$ cat src/shared/pci_flags_pkg.sv
// constants for the PCI state/control flag block
// assumes all logic runs on the PCI bus clock
package pci_flags_pkg;
    // command register field positions (standard PCI layout)
    localparam int CMD_IO_EN_BIT = 0;
    localparam int CMD_MEM_EN_BIT = 1;
    localparam int CMD_BME_BIT = 2;
    localparam int CMD_PERR_RESP_BIT = 6;
    localparam int CMD_SERR_EN_BIT = 8;
    localparam int CMD_FBB_EN_BIT = 9;
    localparam int CMD_INT_DIS_BIT = 10;
    // writable command bits; the rest read as zero
    localparam logic [15:0] CMD_WR_MASK = 16'h0547;
    localparam logic [15:0] CMD_RESET = 16'h0000;
    // status register field positions (relative to bit 16)
    localparam int STS_INT_BIT = 3;
    localparam int STS_FBB_CAP_BIT = 7;
    localparam int STS_SIG_SERR_BIT = 14;
    localparam int STS_DET_PERR_BIT = 15;
    // write-one-to-clear status bits
    localparam logic [15:0] STS_W1C_MASK = 16'hC000;
    localparam logic [15:0] STS_RESET = 16'h0000;
    // config offset of the command/status dword
    localparam logic [7:0] CFG_CMDSTS_OFFSET = 8'h04;
    // initiator states
    typedef enum logic [1:0] {
        INIT_IDLE = 2'b00,
        INIT_PARKED = 2'b01,
        INIT_ACTIVE = 2'b10
    } init_state_t;
    // target states
    typedef enum logic [1:0] {
        TGT_IDLE = 2'b00,
        TGT_BUSY = 2'b01,
        TGT_DATA = 2'b10,
        TGT_WITHDRAW = 2'b11
    } tgt_state_t;
endpackage

$ cat src/shared/tgt_state_if.sv
// target state indications passed between target fsm and top
// assumes one clock domain
`timescale 1ns/1ps
interface tgt_state_if;
    logic idle;
    logic busy;
    logic data;
    logic withdraw;
    logic active;
    modport fsm (output idle, output busy, output data, output withdraw, output active);
    modport top (input idle, input busy, input data, input withdraw, input active);
endinterface

$ cat src/hdl/pci_target_fsm.sv
// target state machine: idle, bus occupied, data transfer, withdrawing
// assumes bus inputs are registered and synchronous to i_sys_clk
`timescale 1ns/1ps
module pci_target_fsm (
    // clock, reset and enable
    input wire logic i_sys_clk,
    input wire logic i_rst_b,
    input wire logic i_ce,
    // bus and decode
    input wire logic i_frame_n,
    input wire logic i_irdy_n,
    input wire logic i_decode_done,
    input wire logic i_hit,
    input wire logic i_target_allowed,
    input wire logic i_term_req,
    // state indications
    tgt_state_if.fsm st
);
    pci_flags_pkg::tgt_state_t state_reg, state_next;
    wire logic bus_end = i_frame_n && i_irdy_n;
    wire logic take = i_hit && i_target_allowed;

    always_comb begin
        state_next = state_reg;
        case (state_reg)
            pci_flags_pkg::TGT_IDLE: begin
                if (!i_frame_n) state_next = pci_flags_pkg::TGT_BUSY;
            end
            pci_flags_pkg::TGT_BUSY: begin
                if (bus_end) state_next = pci_flags_pkg::TGT_IDLE;
                else if (i_decode_done && take) state_next = pci_flags_pkg::TGT_DATA;
            end
            pci_flags_pkg::TGT_DATA: begin
                if (bus_end) state_next = pci_flags_pkg::TGT_IDLE;
                else if (i_term_req) state_next = pci_flags_pkg::TGT_WITHDRAW;
            end
            pci_flags_pkg::TGT_WITHDRAW: begin
                if (bus_end) state_next = pci_flags_pkg::TGT_IDLE;
            end
            default: state_next = pci_flags_pkg::TGT_IDLE;
        endcase
    end

    always_ff @(posedge i_sys_clk) begin
        if (!i_rst_b) state_reg <= pci_flags_pkg::TGT_IDLE;
        else if (i_ce) state_reg <= state_next;
    end

    assign st.idle = state_reg == pci_flags_pkg::TGT_IDLE;
    assign st.busy = state_reg == pci_flags_pkg::TGT_BUSY;
    assign st.data = state_reg == pci_flags_pkg::TGT_DATA;
    assign st.withdraw = state_reg == pci_flags_pkg::TGT_WITHDRAW;
    assign st.active = st.data || st.withdraw;

    AST_DATA_NEEDS_HIT: assert property (@(posedge i_sys_clk) disable iff (!i_rst_b)
        i_ce && state_reg == pci_flags_pkg::TGT_BUSY && state_next == pci_flags_pkg::TGT_DATA
        |-> take) else $error("target claimed without hit");
    AST_WITHDRAW_HOLDS: assert property (@(posedge i_sys_clk) disable iff (!i_rst_b)
        st.withdraw && i_ce && !bus_end |=> st.withdraw) else $error("withdraw left early");
endmodule // pci_target_fsm

$ cat src/hdl/pci_state_flags.sv
// PCI core state/control flags: initiator idle, target states, error copies,
// interrupt, isolation, command/status register bits.
// assumes bus pins are synchronous to i_sys_clk; config writes arrive as a
// decoded dword write strobe with byte enables.
`timescale 1ns/1ps
module pci_state_flags (
    // clock, reset, enable
    input wire logic i_sys_clk,
    input wire logic i_rst_b,
    input wire logic i_ce,
    // pci bus inputs
    input wire logic i_frame_n,
    input wire logic i_irdy_n,
    input wire logic i_gnt_n,
    input wire logic i_idsel,
    input wire logic i_parity_error_pin_n,
    input wire logic i_system_error_pin_n,
    // pci bus driven pins
    output logic o_req_n,
    output logic o_inta_n,
    output logic o_inta_oe,
    output logic [31:0] o_ad,
    output logic [3:0] o_cbe,
    output logic o_par,
    output logic o_park_oe,
    // address decode from the core
    input wire logic i_decode_done,
    input wire logic i_bar_hit,
    input wire logic i_cfg_access,
    // config write to command/status dword
    input wire logic i_cfg_wr,
    input wire logic [7:0] i_cfg_addr,
    input wire logic [3:0] i_cfg_be,
    input wire logic [31:0] i_cfg_wdata,
    // status events from the core
    input wire logic i_sig_serr_evt,
    input wire logic i_det_perr_evt,
    // user application
    input wire logic i_request,
    input wire logic i_s_term,
    input wire logic i_c_term,
    input wire logic i_user_interrupt_request_n,
    input wire logic i_internal_bus_isolate,
    input wire logic [31:0] i_user_addr_data_bus,
    // user outputs
    output logic o_initiator_idle,
    output logic o_bus_parked_state,
    output logic o_target_idle,
    output logic o_bus_busy,
    output logic o_target_data,
    output logic o_target_withdraw_state,
    output logic o_parity_error_registered_n,
    output logic o_system_error_registered_n,
    output logic o_user_bus_enable,
    output logic [31:0] o_config_state_bus
);
    pci_flags_pkg::init_state_t init_reg, init_next;
    logic [15:0] cmd_reg, cmd_next;
    logic [15:0] sts_reg, sts_next;
    tgt_state_if tst();

    wire logic bme = cmd_reg[pci_flags_pkg::CMD_BME_BIT];
    wire logic int_dis = cmd_reg[pci_flags_pkg::CMD_INT_DIS_BIT];
    wire logic tgt_allowed = cmd_reg[pci_flags_pkg::CMD_IO_EN_BIT]
        || cmd_reg[pci_flags_pkg::CMD_MEM_EN_BIT];
    wire logic cfg_hit = i_cfg_access && i_idsel;
    wire logic hit = i_bar_hit || cfg_hit;
    // config cycles need no space enable
    wire logic tgt_open = tgt_allowed || cfg_hit;
    wire logic term_req = i_s_term || i_c_term;
    wire logic cmd_sel = i_cfg_wr && i_cfg_addr == pci_flags_pkg::CFG_CMDSTS_OFFSET;
    wire logic granted = !i_gnt_n;
    wire logic bus_free = i_frame_n && i_irdy_n;

    pci_target_fsm u_tgt (
        .i_sys_clk(i_sys_clk),
        .i_rst_b(i_rst_b),
        .i_ce(i_ce),
        .i_frame_n(i_frame_n),
        .i_irdy_n(i_irdy_n),
        .i_decode_done(i_decode_done),
        .i_hit(hit),
        .i_target_allowed(tgt_open),
        .i_term_req(term_req),
        .st(tst.fsm)
    );

    // one enable bit fans out to a whole byte lane
    function automatic logic [15:0] lane_mask(input logic [1:0] be);
        lane_mask = {{8{be[1]}}, {8{be[0]}}};
    endfunction

    // byte lanes of the command (lanes 0,1) and status (lanes 2,3) halves
    wire logic [15:0] cmd_lane = lane_mask(i_cfg_be[1:0]);
    wire logic [15:0] sts_lane = lane_mask(i_cfg_be[3:2]);
    wire logic [15:0] sts_evt = {i_det_perr_evt, i_sig_serr_evt, 14'h0000};

    // initiator only goes active with enable, request and grant; grant alone on a free bus parks it
    always_comb begin
        init_next = init_reg;
        case (init_reg)
            pci_flags_pkg::INIT_IDLE: begin
                if (bme && i_request && granted && bus_free) init_next = pci_flags_pkg::INIT_ACTIVE;
                else if (granted && bus_free) init_next = pci_flags_pkg::INIT_PARKED;
            end
            pci_flags_pkg::INIT_PARKED: begin
                if (!granted) init_next = pci_flags_pkg::INIT_IDLE;
                else if (bme && i_request) init_next = pci_flags_pkg::INIT_ACTIVE;
            end
            pci_flags_pkg::INIT_ACTIVE: begin
                if (!bme || !i_request || !granted) init_next = pci_flags_pkg::INIT_IDLE;
            end
            default: init_next = pci_flags_pkg::INIT_IDLE;
        endcase
    end

    // command bits writable only where implemented
    always_comb begin
        cmd_next = cmd_reg;
        if (cmd_sel) begin
            cmd_next = (cmd_reg & ~(cmd_lane & pci_flags_pkg::CMD_WR_MASK))
                | (i_cfg_wdata[15:0] & cmd_lane & pci_flags_pkg::CMD_WR_MASK);
        end
    end

    // events set, write-one clears, set wins
    always_comb begin
        sts_next = sts_reg;
        if (cmd_sel) begin
            sts_next = sts_next & ~(i_cfg_wdata[31:16] & sts_lane & pci_flags_pkg::STS_W1C_MASK);
        end
        sts_next = sts_next | sts_evt;
        sts_next[pci_flags_pkg::STS_INT_BIT] = !i_user_interrupt_request_n;
        sts_next[pci_flags_pkg::STS_FBB_CAP_BIT] = 1'b0;
    end

    always_ff @(posedge i_sys_clk) begin
        if (!i_rst_b) begin
            init_reg <= pci_flags_pkg::INIT_IDLE;
            cmd_reg <= pci_flags_pkg::CMD_RESET;
            sts_reg <= pci_flags_pkg::STS_RESET;
        end else if (i_ce) begin
            init_reg <= init_next;
            cmd_reg <= cmd_next;
            sts_reg <= sts_next;
        end
    end

    always_ff @(posedge i_sys_clk) begin
        if (!i_rst_b) begin
            o_req_n <= 1'b1;
            o_initiator_idle <= 1'b1;
            o_bus_parked_state <= 1'b0;
            o_park_oe <= 1'b0;
            o_ad <= 32'h0000_0000;
            o_cbe <= 4'h0;
            o_par <= 1'b0;
        end else if (i_ce) begin
            o_req_n <= !(bme && i_request);
            o_initiator_idle <= init_next == pci_flags_pkg::INIT_IDLE;
            o_bus_parked_state <= init_next == pci_flags_pkg::INIT_PARKED;
            o_park_oe <= init_next == pci_flags_pkg::INIT_PARKED;
            o_ad <= 32'h0000_0000;
            o_cbe <= 4'h0;
            o_par <= 1'b0;
        end
    end

    always_ff @(posedge i_sys_clk) begin
        if (!i_rst_b) begin
            o_target_idle <= 1'b1;
            o_bus_busy <= 1'b0;
            o_target_data <= 1'b0;
            o_target_withdraw_state <= 1'b0;
            o_parity_error_registered_n <= 1'b1;
            o_system_error_registered_n <= 1'b1;
            o_inta_n <= 1'b1;
            o_inta_oe <= 1'b0;
            o_user_bus_enable <= 1'b0;
            o_config_state_bus <= 32'h0000_0000;
        end else if (i_ce) begin
            o_target_idle <= tst.idle;
            o_bus_busy <= tst.busy;
            o_target_data <= tst.data;
            o_target_withdraw_state <= tst.withdraw;
            o_parity_error_registered_n <= i_parity_error_pin_n;
            o_system_error_registered_n <= i_system_error_pin_n;
            // open-drain interrupt, masked by disable bit
            o_inta_n <= 1'b0;
            o_inta_oe <= !i_user_interrupt_request_n && !int_dis;
            // core releases internal bus while isolated
            o_user_bus_enable <= tst.active && !i_internal_bus_isolate;
            o_config_state_bus <= {sts_next, cmd_next};
        end
    end

    AST_INIT_NO_BME: assert property (@(posedge i_sys_clk) disable iff (!i_rst_b)
        !bme |-> init_reg != pci_flags_pkg::INIT_ACTIVE || $past(bme))
        else $error("initiator active without enable");
    AST_REQ_NEEDS_BME: assert property (@(posedge i_sys_clk) disable iff (!i_rst_b)
        i_ce && !bme ##1 1'b1 |-> o_req_n) else $error("request without enable");
    AST_PERR_COPY: assert property (@(posedge i_sys_clk) disable iff (!i_rst_b)
        i_ce |=> o_parity_error_registered_n == $past(i_parity_error_pin_n))
        else $error("parity copy wrong");
    AST_SERR_COPY: assert property (@(posedge i_sys_clk) disable iff (!i_rst_b)
        i_ce |=> o_system_error_registered_n == $past(i_system_error_pin_n))
        else $error("system error copy wrong");
    AST_INT_MASK: assert property (@(posedge i_sys_clk) disable iff (!i_rst_b)
        i_ce && int_dis |=> !o_inta_oe) else $error("interrupt driven while disabled");
    AST_INT_DRIVE: assert property (@(posedge i_sys_clk) disable iff (!i_rst_b)
        i_ce && !int_dis && !i_user_interrupt_request_n |=> o_inta_oe && !o_inta_n)
        else $error("interrupt not driven");
    AST_ONE_HOT: assert property (@(posedge i_sys_clk) disable iff (!i_rst_b)
        $onehot({o_target_idle, o_bus_busy, o_target_data, o_target_withdraw_state}))
        else $error("target indications not one-hot");
    AST_SET_WINS: assert property (@(posedge i_sys_clk) disable iff (!i_rst_b)
        i_ce && i_det_perr_evt |=> sts_reg[pci_flags_pkg::STS_DET_PERR_BIT])
        else $error("status event lost");
    AST_W1C: assert property (@(posedge i_sys_clk) disable iff (!i_rst_b)
        i_ce && cmd_sel && i_cfg_be[3] && i_cfg_wdata[31] && !i_det_perr_evt
        |=> !sts_reg[pci_flags_pkg::STS_DET_PERR_BIT]) else $error("w1c failed");
    AST_FBB_ZERO: assert property (@(posedge i_sys_clk) disable iff (!i_rst_b)
        !sts_reg[pci_flags_pkg::STS_FBB_CAP_BIT] && !cmd_reg[pci_flags_pkg::CMD_FBB_EN_BIT])
        else $error("fast back-to-back shown");
    AST_ISOLATE: assert property (@(posedge i_sys_clk) disable iff (!i_rst_b)
        i_ce && i_internal_bus_isolate |=> !o_user_bus_enable)
        else $error("bus not isolated");
    AST_NO_RESPOND: assert property (@(posedge i_sys_clk) disable iff (!i_rst_b)
        i_ce && tst.busy && !tgt_allowed && !(i_cfg_access && i_idsel) |=> !tst.data)
        else $error("responded while disabled");
    AST_IDLE_NO_REQ: assert property (@(posedge i_sys_clk) disable iff (!i_rst_b)
        i_ce && !i_request |=> o_initiator_idle || o_bus_parked_state)
        else $error("initiator busy without request");
    AST_PARK_NEEDS_GRANT: assert property (@(posedge i_sys_clk) disable iff (!i_rst_b)
        i_ce && !granted |=> !o_bus_parked_state && !o_park_oe)
        else $error("parked drive without grant");
    AST_BUSY_ON_FRAME: assert property (@(posedge i_sys_clk) disable iff (!i_rst_b)
        i_ce && tst.idle && !i_frame_n |=> tst.busy)
        else $error("frame not shown as busy");
    AST_TGT_IDLE_OUT: assert property (@(posedge i_sys_clk) disable iff (!i_rst_b)
        i_ce |=> o_target_idle == $past(tst.idle))
        else $error("target idle output wrong");
    AST_CMD_MASK: assert property (@(posedge i_sys_clk) disable iff (!i_rst_b)
        (cmd_reg & ~pci_flags_pkg::CMD_WR_MASK) == 16'h0000)
        else $error("unimplemented command bit set");
    AST_BME_RESET: assert property (@(posedge i_sys_clk)
        !i_rst_b |=> !bme) else $error("enable survived reset");

    COV_TGT_DATA: cover property (@(posedge i_sys_clk) tst.busy ##1 tst.data);
    COV_WITHDRAW: cover property (@(posedge i_sys_clk) tst.data ##1 tst.withdraw);
    COV_PARK: cover property (@(posedge i_sys_clk) o_bus_parked_state);
    COV_INT: cover property (@(posedge i_sys_clk) o_inta_oe);
    COV_ISOLATE: cover property (@(posedge i_sys_clk) i_internal_bus_isolate && tst.active);
endmodule // pci_state_flags

$ cat config.mk
export PLATFORM = sky130hd
export DESIGN_NAME = pci_state_flags
export DESIGN_NICKNAME = d
export VERILOG_FILES = /design/src/shared/pci_flags_pkg.sv /design/src/shared/tgt_state_if.sv /design/src/hdl/pci_target_fsm.sv /design/src/hdl/pci_state_flags.sv
export SDC_FILE = /design/constraint.sdc
export NUM_CORES = 1
export LEC_CHECK = 0
export BUFFER_PORTS_ARGS = -buffer_cell sky130_fd_sc_hd__buf_2
export CAP_MARGIN = 20
export CORE_MARGIN = 2
export CORE_UTILIZATION = 36
export CTS_BUF_LIST = sky130_fd_sc_hd__clkbuf_16
export DETAILED_ROUTE_END_ITERATION = 12
export GPL_ROUTABILITY_DRIVEN = 0
export PLACE_DENSITY = 0.86
export SYNTH_ARGS = -nofsm -noshare
export SYNTH_HDL_FRONTEND = slang
export SYNTH_SLANG_ARGS = --single-unit
$ cat constraint.sdc
create_clock -name i_sys_clk -period 2.16 [get_ports i_sys_clk]
set_clock_uncertainty 0.15 [all_clocks]
set_input_delay 0.108 -clock i_sys_clk [delete_from_list [all_inputs] [get_ports i_sys_clk]]
set_output_delay 0.108 -clock i_sys_clk [all_outputs]
set_load 0.01 [all_outputs]
### Word-level counts from Yosys, hierarchy flattened

Cells that the tools add are included.

| word-level totals | value |
|---|---|
| latch bits | 0 |
| bits of input ports | 96 |
| memory bits (writable) | 0 |
| memories | 0 |
| bits in read-only memories | 0 |
| register bits after elaboration | 78 |

| cells by class | value |
|---|---|
| muxes and demuxes | 15 |
| eq/ne operators | 11 |
| add/sub/neg operators | 0 |
| shifts and indexed selects | 0 |
| bitwise gates (word level) | 8 |
| div/mod/pow operators | 0 |
| multipliers | 0 |
| reduce and logical (&&, ||, !) cells | 29 |
| magnitude comparators | 0 |

Operator list:

| kind | count |
|---|---|
| 16-bit AND | 3 |
| 16-bit 2-to-1 mux | 2 |
| 2-bit 2-to-1 mux | 11 |
| 11-bit inverter with 16-bit output | 1 |
| 16-bit inverter | 1 |
| 16-bit by 11-bit bitwise OR with 16-bit output | 1 |
| 16-bit bitwise OR | 1 |
| 11-bit AND | 1 |
| 1-bit logical AND | 11 |
| 8-bit by 3-bit equality test with 1-bit output, second input constant | 1 |
| 2-bit case mux with 4 select lines | 1 |
| 1-bit zero test | 7 |
| 1-bit logical OR | 7 |
| 2-bit by 1-bit equality test with 1-bit output, second input constant | 3 |
| 2-bit equality test, second input constant | 3 |
| 2-bit zero test | 3 |
| 3-bit by 1-bit inequality test with 1-bit output, second input constant | 2 |
| 2-bit case mux with 3 select lines | 1 |
| 5-bit AND reduction | 1 |
| 2-bit by 1-bit inequality test with 1-bit output, second input constant | 1 |
| 2-bit inequality test, second input constant | 1 |

### Longest topological paths before layout

Gate-level depths: netlist of the first run.

| depth | value |
|---|---|
| depth after elaboration | 7 |
| depth in mapped cells | 6 |

### Hierarchy

From an unflattened synthesis of the first run, not the netlist that was laid out.

| unflattened totals | value |
|---|---|
| cell total of the unflattened synthesis | 191 |
| area total of the unflattened synthesis | 1601.5 um^2 |

By module, submodules not included:

| module | seq. area each (um^2) | cells an instance | instances | area each (um^2) |
|---|---|---|---|---|
| pci_state_flags | 460.4 | 169 | 1 | 1447.6 |
| pci_target_fsm | 40.0 | 22 | 1 | 153.9 |

### Worst setup path before layout of the first run

Ideal clock, no wire load.

| timing path | value |
|---|---|
| kind | register -> register |
| start | reg u_tgt.state_reg[0] |
| end | reg u_tgt.state_reg[1] |
| stages on the path, launching flop included | 5 |
| path buffers | 0 |
| setup time | 128 ps |
| arrival | 949 ps |
| setup slack | 933 ps |
| cells stage by stage | dfxtp_1 > nor2b_2 > nand4_1 > a31oi_1 > a311oi_1 |

| between the ends | value |
|---|---|
| cells in the longest elaborated chain, start to end | 3 |
| elaborated cells on any way between the ends | 10 |
| those cells by class | 7 x eq/ne; 1 x mux; 2 x reduce/logical |

Ends and longest elaborated chain:

| element | line | RTL |
|---|---|---|
| start, declared | pci_target_fsm.sv:19 | `pci_flags_pkg::tgt_state_t state_reg, state_next;` |
| start signal, assigned | pci_target_fsm.sv:45 | `if (!i_rst_b) state_reg <= pci_flags_pkg::TGT_IDLE;` |
| start signal, assigned | pci_target_fsm.sv:46 | `else if (i_ce) state_reg <= state_next;` |
| 2-bit equality test, or another cell as far along | pci_target_fsm.sv:25 | `case (state_reg)` |
| 3-bit by 1-bit inequality test with 1-bit output (no line), or another cell as far along | - |  |
| 5-bit AND reduction (no line) | - |  |

Several ways; a longest one is shown, not always the timed one.
A chain may end at the register's enable or synchronous reset.

### Worst setup path after layout of the first run

Ends and elaborated chain as after synthesis.

==> metrics.yaml, run 1 <==
layout:
  nFillCells: 417
  diodes: 0
  multiInputGateArea_um2: 754
  ff_latch_area_um2: 500
  drive_gt1_share_pct: 27.7
  syn_to_final_growth_pct: 20.1
  final_nets: 353
  layout_common_cells: "conb_1 (60), buf_2 (60), dfxtp_1 (25)"
worst_setup_path:
  rr_worst_depth: 5
  path_class: "flop to flop"
  critPathLaunchType: "flop"
  crit_path_cell_trace: "nor2b_2 -> nand4_1 -> a31oi_1 -> a311oi_1 -> dlygate4sd3_1"
  r2r_end: "u_tgt.state_reg[1]"
  endpoint_kind: "flop"
  worstPathRequired_ns: 2.16
  cpPeakStageDelay_ns: 0.57
  cp_max_fo: 7
  r2r-start: "u_tgt.state_reg[0]"
  cp_data_arrival_time_ns: 1.99
  r2r_slack_ns: 0.17
  slowest_stage: "dlygate4sd3_1"
floorplanning:
  fp.dieH_um: 69.1
  die-area_um2: 4780
  initial_core_util_pct: 37.9
  core_um2: 4030
  die_w_um: 69.1
  row_count: 23
  io_pins: 178
power_and_ir_drop:
  p_per_area_nw_per_um2: 601
  pwr-share-clk_pct: 37.2
  comb_power_share_pct: 18.1
  pwr-share-seq_pct: 44.7
  swShare_pct: 26.9
  p_int_w: 0.000806
  p_leak_nw: 0.919
  p_sw_w: 0.000297
  ir_drop_mv: 0.249
sta:
  fmax_mhz: 503
  setup_viol: 0
  rsz0062_at_grt: "false"
  fin_crit_ns: 1.99
  hold_violations: 0
  setup_slack_ns: 0.171
  period_share_pct: 92.1
  setup_tns_ns: 0
  hold_slack_ns: 0.00173
  maxSlewViolCount: 0
place:
  io_buffers: 60
  hpwl_um: 2420
  pre_cts_slack_ns: 0.713
synth:
  ys_seq_area_share_pct: 32.8
  synth.distinct_cells: 31
  synth-seq-cells: 25
  syn_area_um2: 1530
  syn_inst: 187
  synth_warnings: 0
  syn_avg_cell_area_um2: 8.17
detailed_routing:
  via_per_inst: 4.34
  drtIter0Drc: 38
  ant_nets: 0
  drc: 0
  wl_per_cell_um: 10.7
  via_count: 1327
  wirelength_um: 3270
  dr.pass1.iters: 4
flow_run:
  drv_cap: 0
hold_path:
  whs_endpoint: "sts_reg[14]"
  min_path_type: "input pin to flop"
  min_path_cells: 4
  hp-start: "i_cfg_wdata[30]"
global_routing:
  track_usage_pct: 13.3
  grt_overflow: 0
  grt_pass1_vias: 1082
  antenna_found_initial: 0
  grt_pass1_wl_um: 5090
  grt_max_degree: 23
clock_tree:
  htree_num_levels: 1
  clkTransAtPathRegs_ns: 0.06
  cts_setup_buffers: 0
  cts_tree: "yes"
  clock_sinks: 25
  clk_latency_ns: 0.26
  cts_buffers: 3
  clockBufferDepth: 2
  ctsHoldBuffers: 13
  clockRootBuffer: "clkbuf_16"
  cts_resized: 0
status:
  status: "finished, final reports clean"
==> critical path, delay by kind of cell (launching register included) <==
kind | cells | cell delay, ns
AOI/OAI and AO/OA | 2 | 0.27
and+or+nand+nor | 2 | 0.44
DFF | 1 | 0.46
buffers and inverters | 1 | 0.57
==> layout make-up <==
class / instances / share of cell area [%]
sequential: 25 / 27.3
timing repair buffer: 73 / 23.4
inverter: 2 / 0.409
tap: 50 / 3.41
multi-input combinational: 152 / 41.1
clock inverter: 1 / 0.273
clock buffer: 3 / 4.09
==> metal layers <==
| layer | vias up | share of wire, % | global-route usage [%] |
|---|---|---|---|
| li1 | 653 | - | - |
| met1 | 580 | 41 | 15.4 |
| met2 | 87 | 46 | 22.4 |
| met3 | 7 | 11 | 4.82 |
| met4 | 0 | 1.8 | 4.58 |
| met5 | - | 0 | 0 |
==> worst max-delay path by stage <==
stage | from | end | slack [ns]
after CTS | u_tgt.state_reg[0] | u_tgt.state_reg[1] | 0.19
after floorplan | u_tgt.state_reg[0] | u_tgt.state_reg[1] | 0.93
after global placement | i_ce | flop | 0.73
after global routing | u_tgt.state_reg[0] | u_tgt.state_reg[1] | 0.07
after detailed placement | i_ce | o_config_state_bus[31] | 0.71
final | u_tgt.state_reg[0] | u_tgt.state_reg[1] | 0.17
==> synthesized netlist by cell type (all sizes together) <==
library cell / n / share of area [%]
buf: 64 / 31
dfxtp: 25 / 33
nand2: 20 / 4.9
nand3: 13 / 4.3
nor2: 12 / 3.1
a21oi: 10 / 3.5
o21ai: 10 / 3.3
nand4: 4 / 2.6
a31oi: 3 / 1.2
clkbuf: 3 / 0.74
mux2i: 3 / 2.0
o211ai: 3 / 1.5
a311oi: 2 / 1.1
inv: 2 / 0.49
nand2b: 2 / 0.82
nor3: 2 / 0.66
a211oi: 1 / 0.49
a21o: 1 / 0.49
a31o: 1 / 0.57
and4bb: 1 / 1.1
conb: 1 / 0.25
nor2b: 1 / 0.57
nor3b: 1 / 0.49
nor4b: 1 / 1.6
o22ai: 1 / 0.41
==> metrics by stage <==
stage	utilization [%]	std cells	power, W	cell area [um2]
after floorplan	-	246	0.000699	1750
after global placement	40.3	289	0.000677	1630
after detailed placement	40.3	289	0.000683	1630
after CTS	45.6	306	0.00112	1840
after global routing	45.6	306	0.00117	1840
final	45.6	306	0.00110	1840
==> power groups by stage <==
stage / combinational, W / clock [W] / sequential, W
floorplan: 0.000191 / 0 / 0.000508
global placement: 0.000174 / 0 / 0.000503
detailed placement: 0.000179 / 0 / 0.000504
CTS: 0.000197 / 0.000425 / 0.000493
global route: 0.000220 / 0.000450 / 0.000496
finish: 0.000199 / 0.000410 / 0.000494
==> cell families (layout without fill, tap and decap cells) <==
| family | after synthesis | in the layout | synth area share [%] |
|---|---|---|---|
| buffers and inverters | 69 | 79 | 32.4 |
| AND/OR/NAND/NOR | 57 | 57 | 20.1 |
| flip-flops | 25 | 25 | 32.8 |
| other | 1 | 60 | 0.245 |
| multiplexers | 3 | 3 | 1.97 |
| AO/OA/AOI/OAI | 32 | 32 | 12.6 |
Note: power is estimated with default switching activity, not from simulation.
==> run 2: changes to the inputs <==
--- a/config.mk
+++ b/config.mk
@@ -5,14 +5,14 @@
 export SDC_FILE = /design/constraint.sdc
 export NUM_CORES = 1
 export LEC_CHECK = 0
+export ABC_AREA = 1
 export BUFFER_PORTS_ARGS = -buffer_cell sky130_fd_sc_hd__buf_2
 export CAP_MARGIN = 20
 export CORE_MARGIN = 2
-export CORE_UTILIZATION = 36
-export CTS_BUF_LIST = sky130_fd_sc_hd__clkbuf_16
+export CORE_UTILIZATION = 37
 export DETAILED_ROUTE_END_ITERATION = 12
 export GPL_ROUTABILITY_DRIVEN = 0
-export PLACE_DENSITY = 0.86
+export PLACE_DENSITY = 0.87
 export SYNTH_ARGS = -nofsm -noshare
 export SYNTH_HDL_FRONTEND = slang
 export SYNTH_SLANG_ARGS = --single-unit
==> run 2 against run 1 <==
Net effect:
- non-clock buffer count fell by 2
- critical path depth up 3
- sequential share of layout area rose by 0.056 points
- sequential cell count did not move
- final cell count rose by 12%
- via count rose by 4.4%
- first-iteration DRC count is 29% higher
- synthesized cell count is 20% higher
==> metrics.yaml, run 2 <==
hold_path:
  hp-start: "i_internal_bus_isolate"
  min_path_type: "input pin to flop"
worst_setup_path:
  cp_data_arrival_time_ns: 1.31  # -0.68 ns
  critPathLaunchType: "flop"
  crit_path_start: "u_tgt.state_reg[1]"
  worstPathRequired_ns: 2.19  # +0.03 ns
  r2r-start: "u_tgt.state_reg[1]"
  path_buf_inv: 1  # unchanged
  cp_max_fo: 6  # -1
  endpoint_kind: "flop"
  path_class: "flop to flop"
  cp_top_family: "simple AND/OR/NAND/NOR gates"
  slowest_stage: "dfxtp_1"
  crit_path_cell_trace: "inv_1 -> nand2_1 -> nor2_1 -> nand2_1 -> nand2_2 -> nand2_1 -> nand2_1 -> nor2_1"
  cp_common_cell: "nand2_1"
  cpPeakStageDelay_ns: 0.37  # -0.20 ns
  r2r_slack_ns: 0.88  # +0.71 ns
global_routing:
  track_usage_pct: 13.8  # +0.58 points
  grt_pass1_vias: 1243  # +15%
  grtUsageMet3_pct: 2.76  # -2.1 points
  grt_pass1_wl_um: 5440  # +7.1%
  grt_max_degree: 22  # -4.3%
  globalRouteMet1Util_pct: 15.4  # +0.041 points
  antenna_found_initial: 0  # unchanged
  grt_most_used_layer: "met2"
  grt_overflow: 0  # unchanged
  use_met2_pct: 26.8  # +4.4 points
layout:
  syn_to_final_growth_pct: 16.0
  drive_gt1_share_pct: 23.9  # -3.8 points
  ff_latch_area_um2: 500  # unchanged
  multiInputGateArea_um2: 749  # -0.66%
  diodes: 0  # unchanged
  layout_common_cells: "conb_1 (60), buf_2 (60), nand2_1 (51)"
  final_nets: 390  # +10%
  nFillCells: 437  # +4.8%
clock_tree:
  cts_tree: "yes"
  clkTransAtPathRegs_ns: 0.10  # +0.04 ns
  cts_resized: 0  # unchanged
  cts_setup_buffers: 0  # unchanged
  clock_sinks: 25  # unchanged
  clockRootBuffer: "clkbuf_8"
  clk_latency_ns: 0.27  # about the same
  cts_buffers: 3  # unchanged
  htree_num_levels: 1  # unchanged
  clockBufferDepth: 2  # unchanged
flow_run:
  drv_cap: 0  # unchanged
power_and_ir_drop:
  p_leak_nw: 1.03  # +12%
  p_per_area_nw_per_um2: 555  # -7.7%
  ir_drop_mv: 0.260  # +4.3%
sta:
  maxSlewViolCount: 0  # unchanged
  fmax_mhz: 780  # +55%
  hold_violations: 0  # unchanged
  setup_slack_ns: 0.877  # +0.707 ns
  setup_viol: 0  # unchanged
  setup_tns_ns: 0  # unchanged
  fin_crit_ns: 1.28  # -0.707 ns
  period_share_pct: 59.4  # -33 points
  rsz0062_at_grt: "false"
floorplanning:
  row_count: 23  # unchanged
  die-area_um2: 4810  # +0.52%
  core_um2: 4060  # +0.71%
  fp.dieH_um: 69.3  # +0.26%
  io_pins: 178  # unchanged
  die_w_um: 69.3  # +0.26%
  initial_core_util_pct: 38.9  # +1.0 points
synth:
  synth-main-ff-cell: "dfxtp_1"
  synth.distinct_cells: 21  # -32%
  synth_top_area_share_pct: 31.7  # -1.1 points
  synthTopCellsByArea: "dfxtp_1 (32%), buf_4 (29%), nand2_1 (12%), nor2_1 (6.4%), a21oi_1 (4.1%)"
  syn_area_um2: 1580  # +3.4%
  synthArstFlopShare_pct: 0  # unchanged
  syn_inst: 225  # +20%
  ys_seq_area_share_pct: 31.7  # -1.1 points
  synth_edf_count: 0  # unchanged
  yosysTopAreaCell: "dfxtp_1"
  netlist_top_cells_count: "buf_4 (62), nand2_1 (51), nor2_1 (27), dfxtp_1 (25), inv_1 (15)"
  synth-seq-cells: 25  # unchanged
  synth_warnings: 0  # unchanged
  syn_avg_cell_area_um2: 7.02  # -14%
  yosys.cell_count.top_type: "buf_4"
place:
  hpwl_um: 2630  # +9.0%
  pre_cts_slack_ns: 0.731  # +0.0180 ns
  io_buffers: 60  # unchanged
detailed_routing:
  ant_nets: 0  # unchanged
  wl_per_cell_um: 9.92  # -7.2%
  drc: 0  # unchanged
  drtIter0Drc: 49  # +29%
  dr.pass1.iters: 4  # unchanged
  via_per_inst: 4.04  # -6.9%
  via_count: 1385  # +4.4%
  wirelength_um: 3400  # +4.1%
status:
  status: "finished, final reports clean"
## run 2: changes by cell type after synthesis, sizes merged, moves of 3 or more
| cell | delta |
|---|---|
| nand4 | -4 |
| nand2 | +32 |
| o21ai | -3 |
| a21oi | +3 |
| nor2 | +17 |
| a31oi | -3 |
| mux2i | -3 |
| inv | +13 |
## run 2: cells by family after synthesis
family	after synthesis	share of synthesized area [%]
AOI/OAI and AO/OA	21	6.81
buffers and inverters	82	34.9
other	1	0.237
and+or+nand+nor	96	26.4
DFF	25	31.7
## run 2: where the power goes
group | total, W | internal [W] | leakage (nW) | switching [W]
sequential | 0.000503 | 0.000486 | 0.206 | 0.0000171
clock | 0.000292 | 0.000131 | 0.0217 | 0.000161
combinational | 0.000221 | 0.0000801 | 0.803 | 0.000141
## run 2: final cells by class
type	instances	area share [%]
timing repair buffer	71	22.4
clock buffer	3	2.25
sequential	25	27.3
clock inverter	1	0.410
inverter	16	3.28
multi-input combinational	177	40.9
tap	50	3.42
## run 2: worst paths after layout
check,depth (start not counted),end
worst max-delay path,8,u_tgt.state_reg[1]
worst min-delay path,4,o_user_bus_enable
worst max register to register,8,u_tgt.state_reg[1]
worst min register to register,2,o_parity_error_registered_n
## run 2: timing repair
item	CTS	global route
hold endpoints to repair	12	0
endpoints found under the setup margin	0	0
hold buffers	11	0
## run 2: layer usage
metal  vias up  wire, um
li1        706         -
met1       597      1340
met2        80      1780
met3         2       283
met4         0         6
met5         -         0
## run 2: worst min-delay path: cells and delay by family
kind                   cells  cell delay (ns)
buffers and inverters      1             0.08
and+or+nand+nor            2             0.09
AOI/OAI and AO/OA          1             0.11
## run 2: through the flow
step | hold slack (ns) | total power [W] | cell area [um2] | std cells | util [%]
3_5_place_dp | 0.176 | 0.000718 | 1670 | 328 | 41.2
4_1_cts | 0.00439 | 0.00103 | 1830 | 343 | 45.1
5_1_grt | 0.0250 | 0.00108 | 1830 | 343 | 45.1
2_1_floorplan | 0.0843 | 0.000730 | 1800 | 284 | -
3_3_place_gp | 0.171 | 0.000711 | 1670 | 328 | 41.2
6_report | 0.00967 | 0.00102 | 1830 | 343 | 45.1
==> run 3: changes to the inputs <==
--- a/config.mk
+++ b/config.mk
@@ -9,10 +9,10 @@
 export BUFFER_PORTS_ARGS = -buffer_cell sky130_fd_sc_hd__buf_2
 export CAP_MARGIN = 20
 export CORE_MARGIN = 2
-export CORE_UTILIZATION = 37
+export CORE_UTILIZATION = 34
 export DETAILED_ROUTE_END_ITERATION = 12
 export GPL_ROUTABILITY_DRIVEN = 0
-export PLACE_DENSITY = 0.87
+export PLACE_DENSITY = 0.81
 export SYNTH_ARGS = -nofsm -noshare
 export SYNTH_HDL_FRONTEND = slang
 export SYNTH_SLANG_ARGS = --single-unit
==> constraint.sdc (replaced) <==
create_clock -name i_sys_clk -period 1.3 [get_ports i_sys_clk]
set_clock_uncertainty 0.15 [all_clocks]
set_input_delay 0.065 -clock i_sys_clk [delete_from_list [all_inputs] [get_ports i_sys_clk]]
set_output_delay 0.065 -clock i_sys_clk [all_outputs]
set_load 0.01 [all_outputs]
==> run 3 against run 2 <==
Net effect:
- cell area grew 6.0%
- first-iteration DRC count shrank 41%
- sequential cell count is the same
==> metrics.yaml, run 3 (synthesized netlist as in run 2, its figures left out) <==
clock_tree:
  cts_tree: "yes"
  clk_latency_ns: 0.27  # about the same
  clock_sinks: 25  # unchanged
  clkTransAtPathRegs_ns: 0.09  # about the same
  cts_buffers: 3  # unchanged
  clockRootBuffer: "clkbuf_8"
  htree_num_levels: 1  # unchanged
  clockBufferDepth: 2  # unchanged
place:
  io_buffers: 60  # unchanged
  hpwl_um: 2670  # +1.3%
detailed_routing:
  wl_per_cell_um: 10.2  # +3.0%
  ant_nets: 0  # unchanged
  dr.pass1.iters: 4  # unchanged
  wirelength_um: 3620  # +6.3%
  via_count: 1438  # +3.8%
  via_per_inst: 4.06  # +0.60%
  drc: 0  # unchanged
  drtIter0Drc: 29  # -41%
hold_path:
  min_path_type: "input pin to flop"
  min_path_cells: 4  # unchanged
  hp-start: "i_cfg_be[1]"
power_and_ir_drop:
  total_power_w: 0.00172  # +69%
  p_per_area_nw_per_um2: 886  # +60%
  p_leak_nw: 1.09  # +5.8%
  ir_drop_mv: 0.508  # +95%
worst_setup_path:
  worstPathRequired_ns: 1.35  # -0.84 ns
  slowest_stage: "dfxtp_4"
  rr_worst_depth: 9  # +1
  crit_path_start: "u_tgt.state_reg[0]"
  r2r-start: "u_tgt.state_reg[0]"
  cp_data_arrival_time_ns: 1.27  # -0.04 ns
  cp_max_fo: 5  # -1
  cp_common_cell: "nand2_1"
  crit_path_cell_trace: "nand2_4 -> inv_2 -> nand2_1 -> nand3_2 -> nor2_2 -> nand2_2 -> nand2_1 -> nand2_1 -> nor2_1"
  path_class: "flop to flop"
  critPathLaunchType: "flop"
  cpPeakStageDelay_ns: 0.38  # about the same
  endpoint_kind: "flop"
floorplanning:
  initial_core_util_pct: 35.8  # -3.1 points
  die-area_um2: 5210  # +8.3%
  row_count: 24  # +4.3%
  io_pins: 178  # unchanged
  die_w_um: 72.2  # +4.1%
  core_um2: 4410  # +8.8%
  fp.dieH_um: 72.2  # +4.1%
layout:
  ff_latch_area_um2: 508  # +1.5%
  diodes: 0  # unchanged
  layout_common_cells: "conb_1 (60), buf_2 (60), nand2_1 (50)"
  multiInputGateArea_um2: 769  # +2.7%
  fin_util_pct: 44.0  # -1.2 points
  final_nets: 399  # +2.3%
  syn_to_final_growth_pct: 23.0
  drive_gt1_share_pct: 27.2  # +3.3 points
  nFillCells: 462  # +5.7%
sta:
  fin_crit_ns: 1.22  # -0.0640 ns
  fmax_mhz: 821  # +5.2%
  period_share_pct: 93.7  # +34 points
  hold_violations: 0  # unchanged
  hold_slack_ns: 0.00624  # -0.00344 ns
  setup_viol: 0  # unchanged
  maxSlewViolCount: 0  # unchanged
global_routing:
  grt_overflow: 0  # unchanged
  grt_max_degree: 18  # -18%
  track_usage_pct: 12.2  # -1.7 points
  antenna_found_initial: 0  # unchanged
  grt_pass1_wl_um: 5090  # -6.5%
  grt_pass1_vias: 1155  # -7.1%
status:
  status: "finished, final reports clean"
flow_run:
  drv_cap: 0  # unchanged
run 3: changes by cell type in the layout (fill, tap and decap cells not counted), sizes merged:
cell,change
buf,+4
clkinv,-1
dlygate4sd3,+5
inv,+1
run 3: per-stage QoR:
stage	cells	setup TNS, ns	setup WS, ns	cell area [um2]
after global placement	333	0	0.105	1700
after floorplan	284	0	0.192	1800
after CTS	353	0	0.0604	1910
after global routing	354	-0.0289	-0.0289	1940
after detailed placement	333	0	0.0829	1700
final	354	0	0.0814	1940
run 3: path summary, 6_finish.rpt:
check / end / slack (ns)
setup / recovery: u_tgt.state_reg[0] / 0.08
hold / removal: o_config_state_bus[10] / 0.006
setup reg to reg: u_tgt.state_reg[0] / 0.08
hold reg to reg: o_inta_n / 0.30
run 3: what timing repair did:
item                                   in CTS  in global routing
hold buffers                               16                  0
setup endpoints to repair                   0                  2
endpoints found under the hold margin      15                  0
resized for setup                           0                 11
setup buffers                               0                  1
run 3: area by class of cell:
| cell class | instances | share of cell area (%) |
|---|---|---|
| Multi-Input combinational cell | 177 | 39.6 |
| Sequential cell | 25 | 26.2 |
| Timing Repair Buffer | 80 | 25.3 |
| Tap cell | 52 | 3.35 |
| Inverter | 16 | 3.09 |
| Clock buffer | 3 | 2.13 |
| Clock inverter | 1 | 0.387 |
run 3: power breakdown:
part | leakage, nW | switching [W] | internal [W] | total [W]
logic | 0.861 | 0.000245 | 0.000158 | 0.000404
registers | 0.207 | 0.0000363 | 0.000810 | 0.000846
clock network | 0.0217 | 0.000253 | 0.000217 | 0.000470
run 3: per-layer routing:
metal	track usage, %	vias to the layer above	part of all wire (%)
met4	2.52	0	0.86
met3	2.92	4	9.6
met1	15.0	624	41
li1	-	723	-
met5	0	-	0
met2	21.5	87	49
run 3: worst max-delay path: cells and delay by family (launching register included):
kind                   cells  cell delay (ns)
and+or+nand+nor            8             0.57
DFF                        1             0.38
buffers and inverters      1             0.03
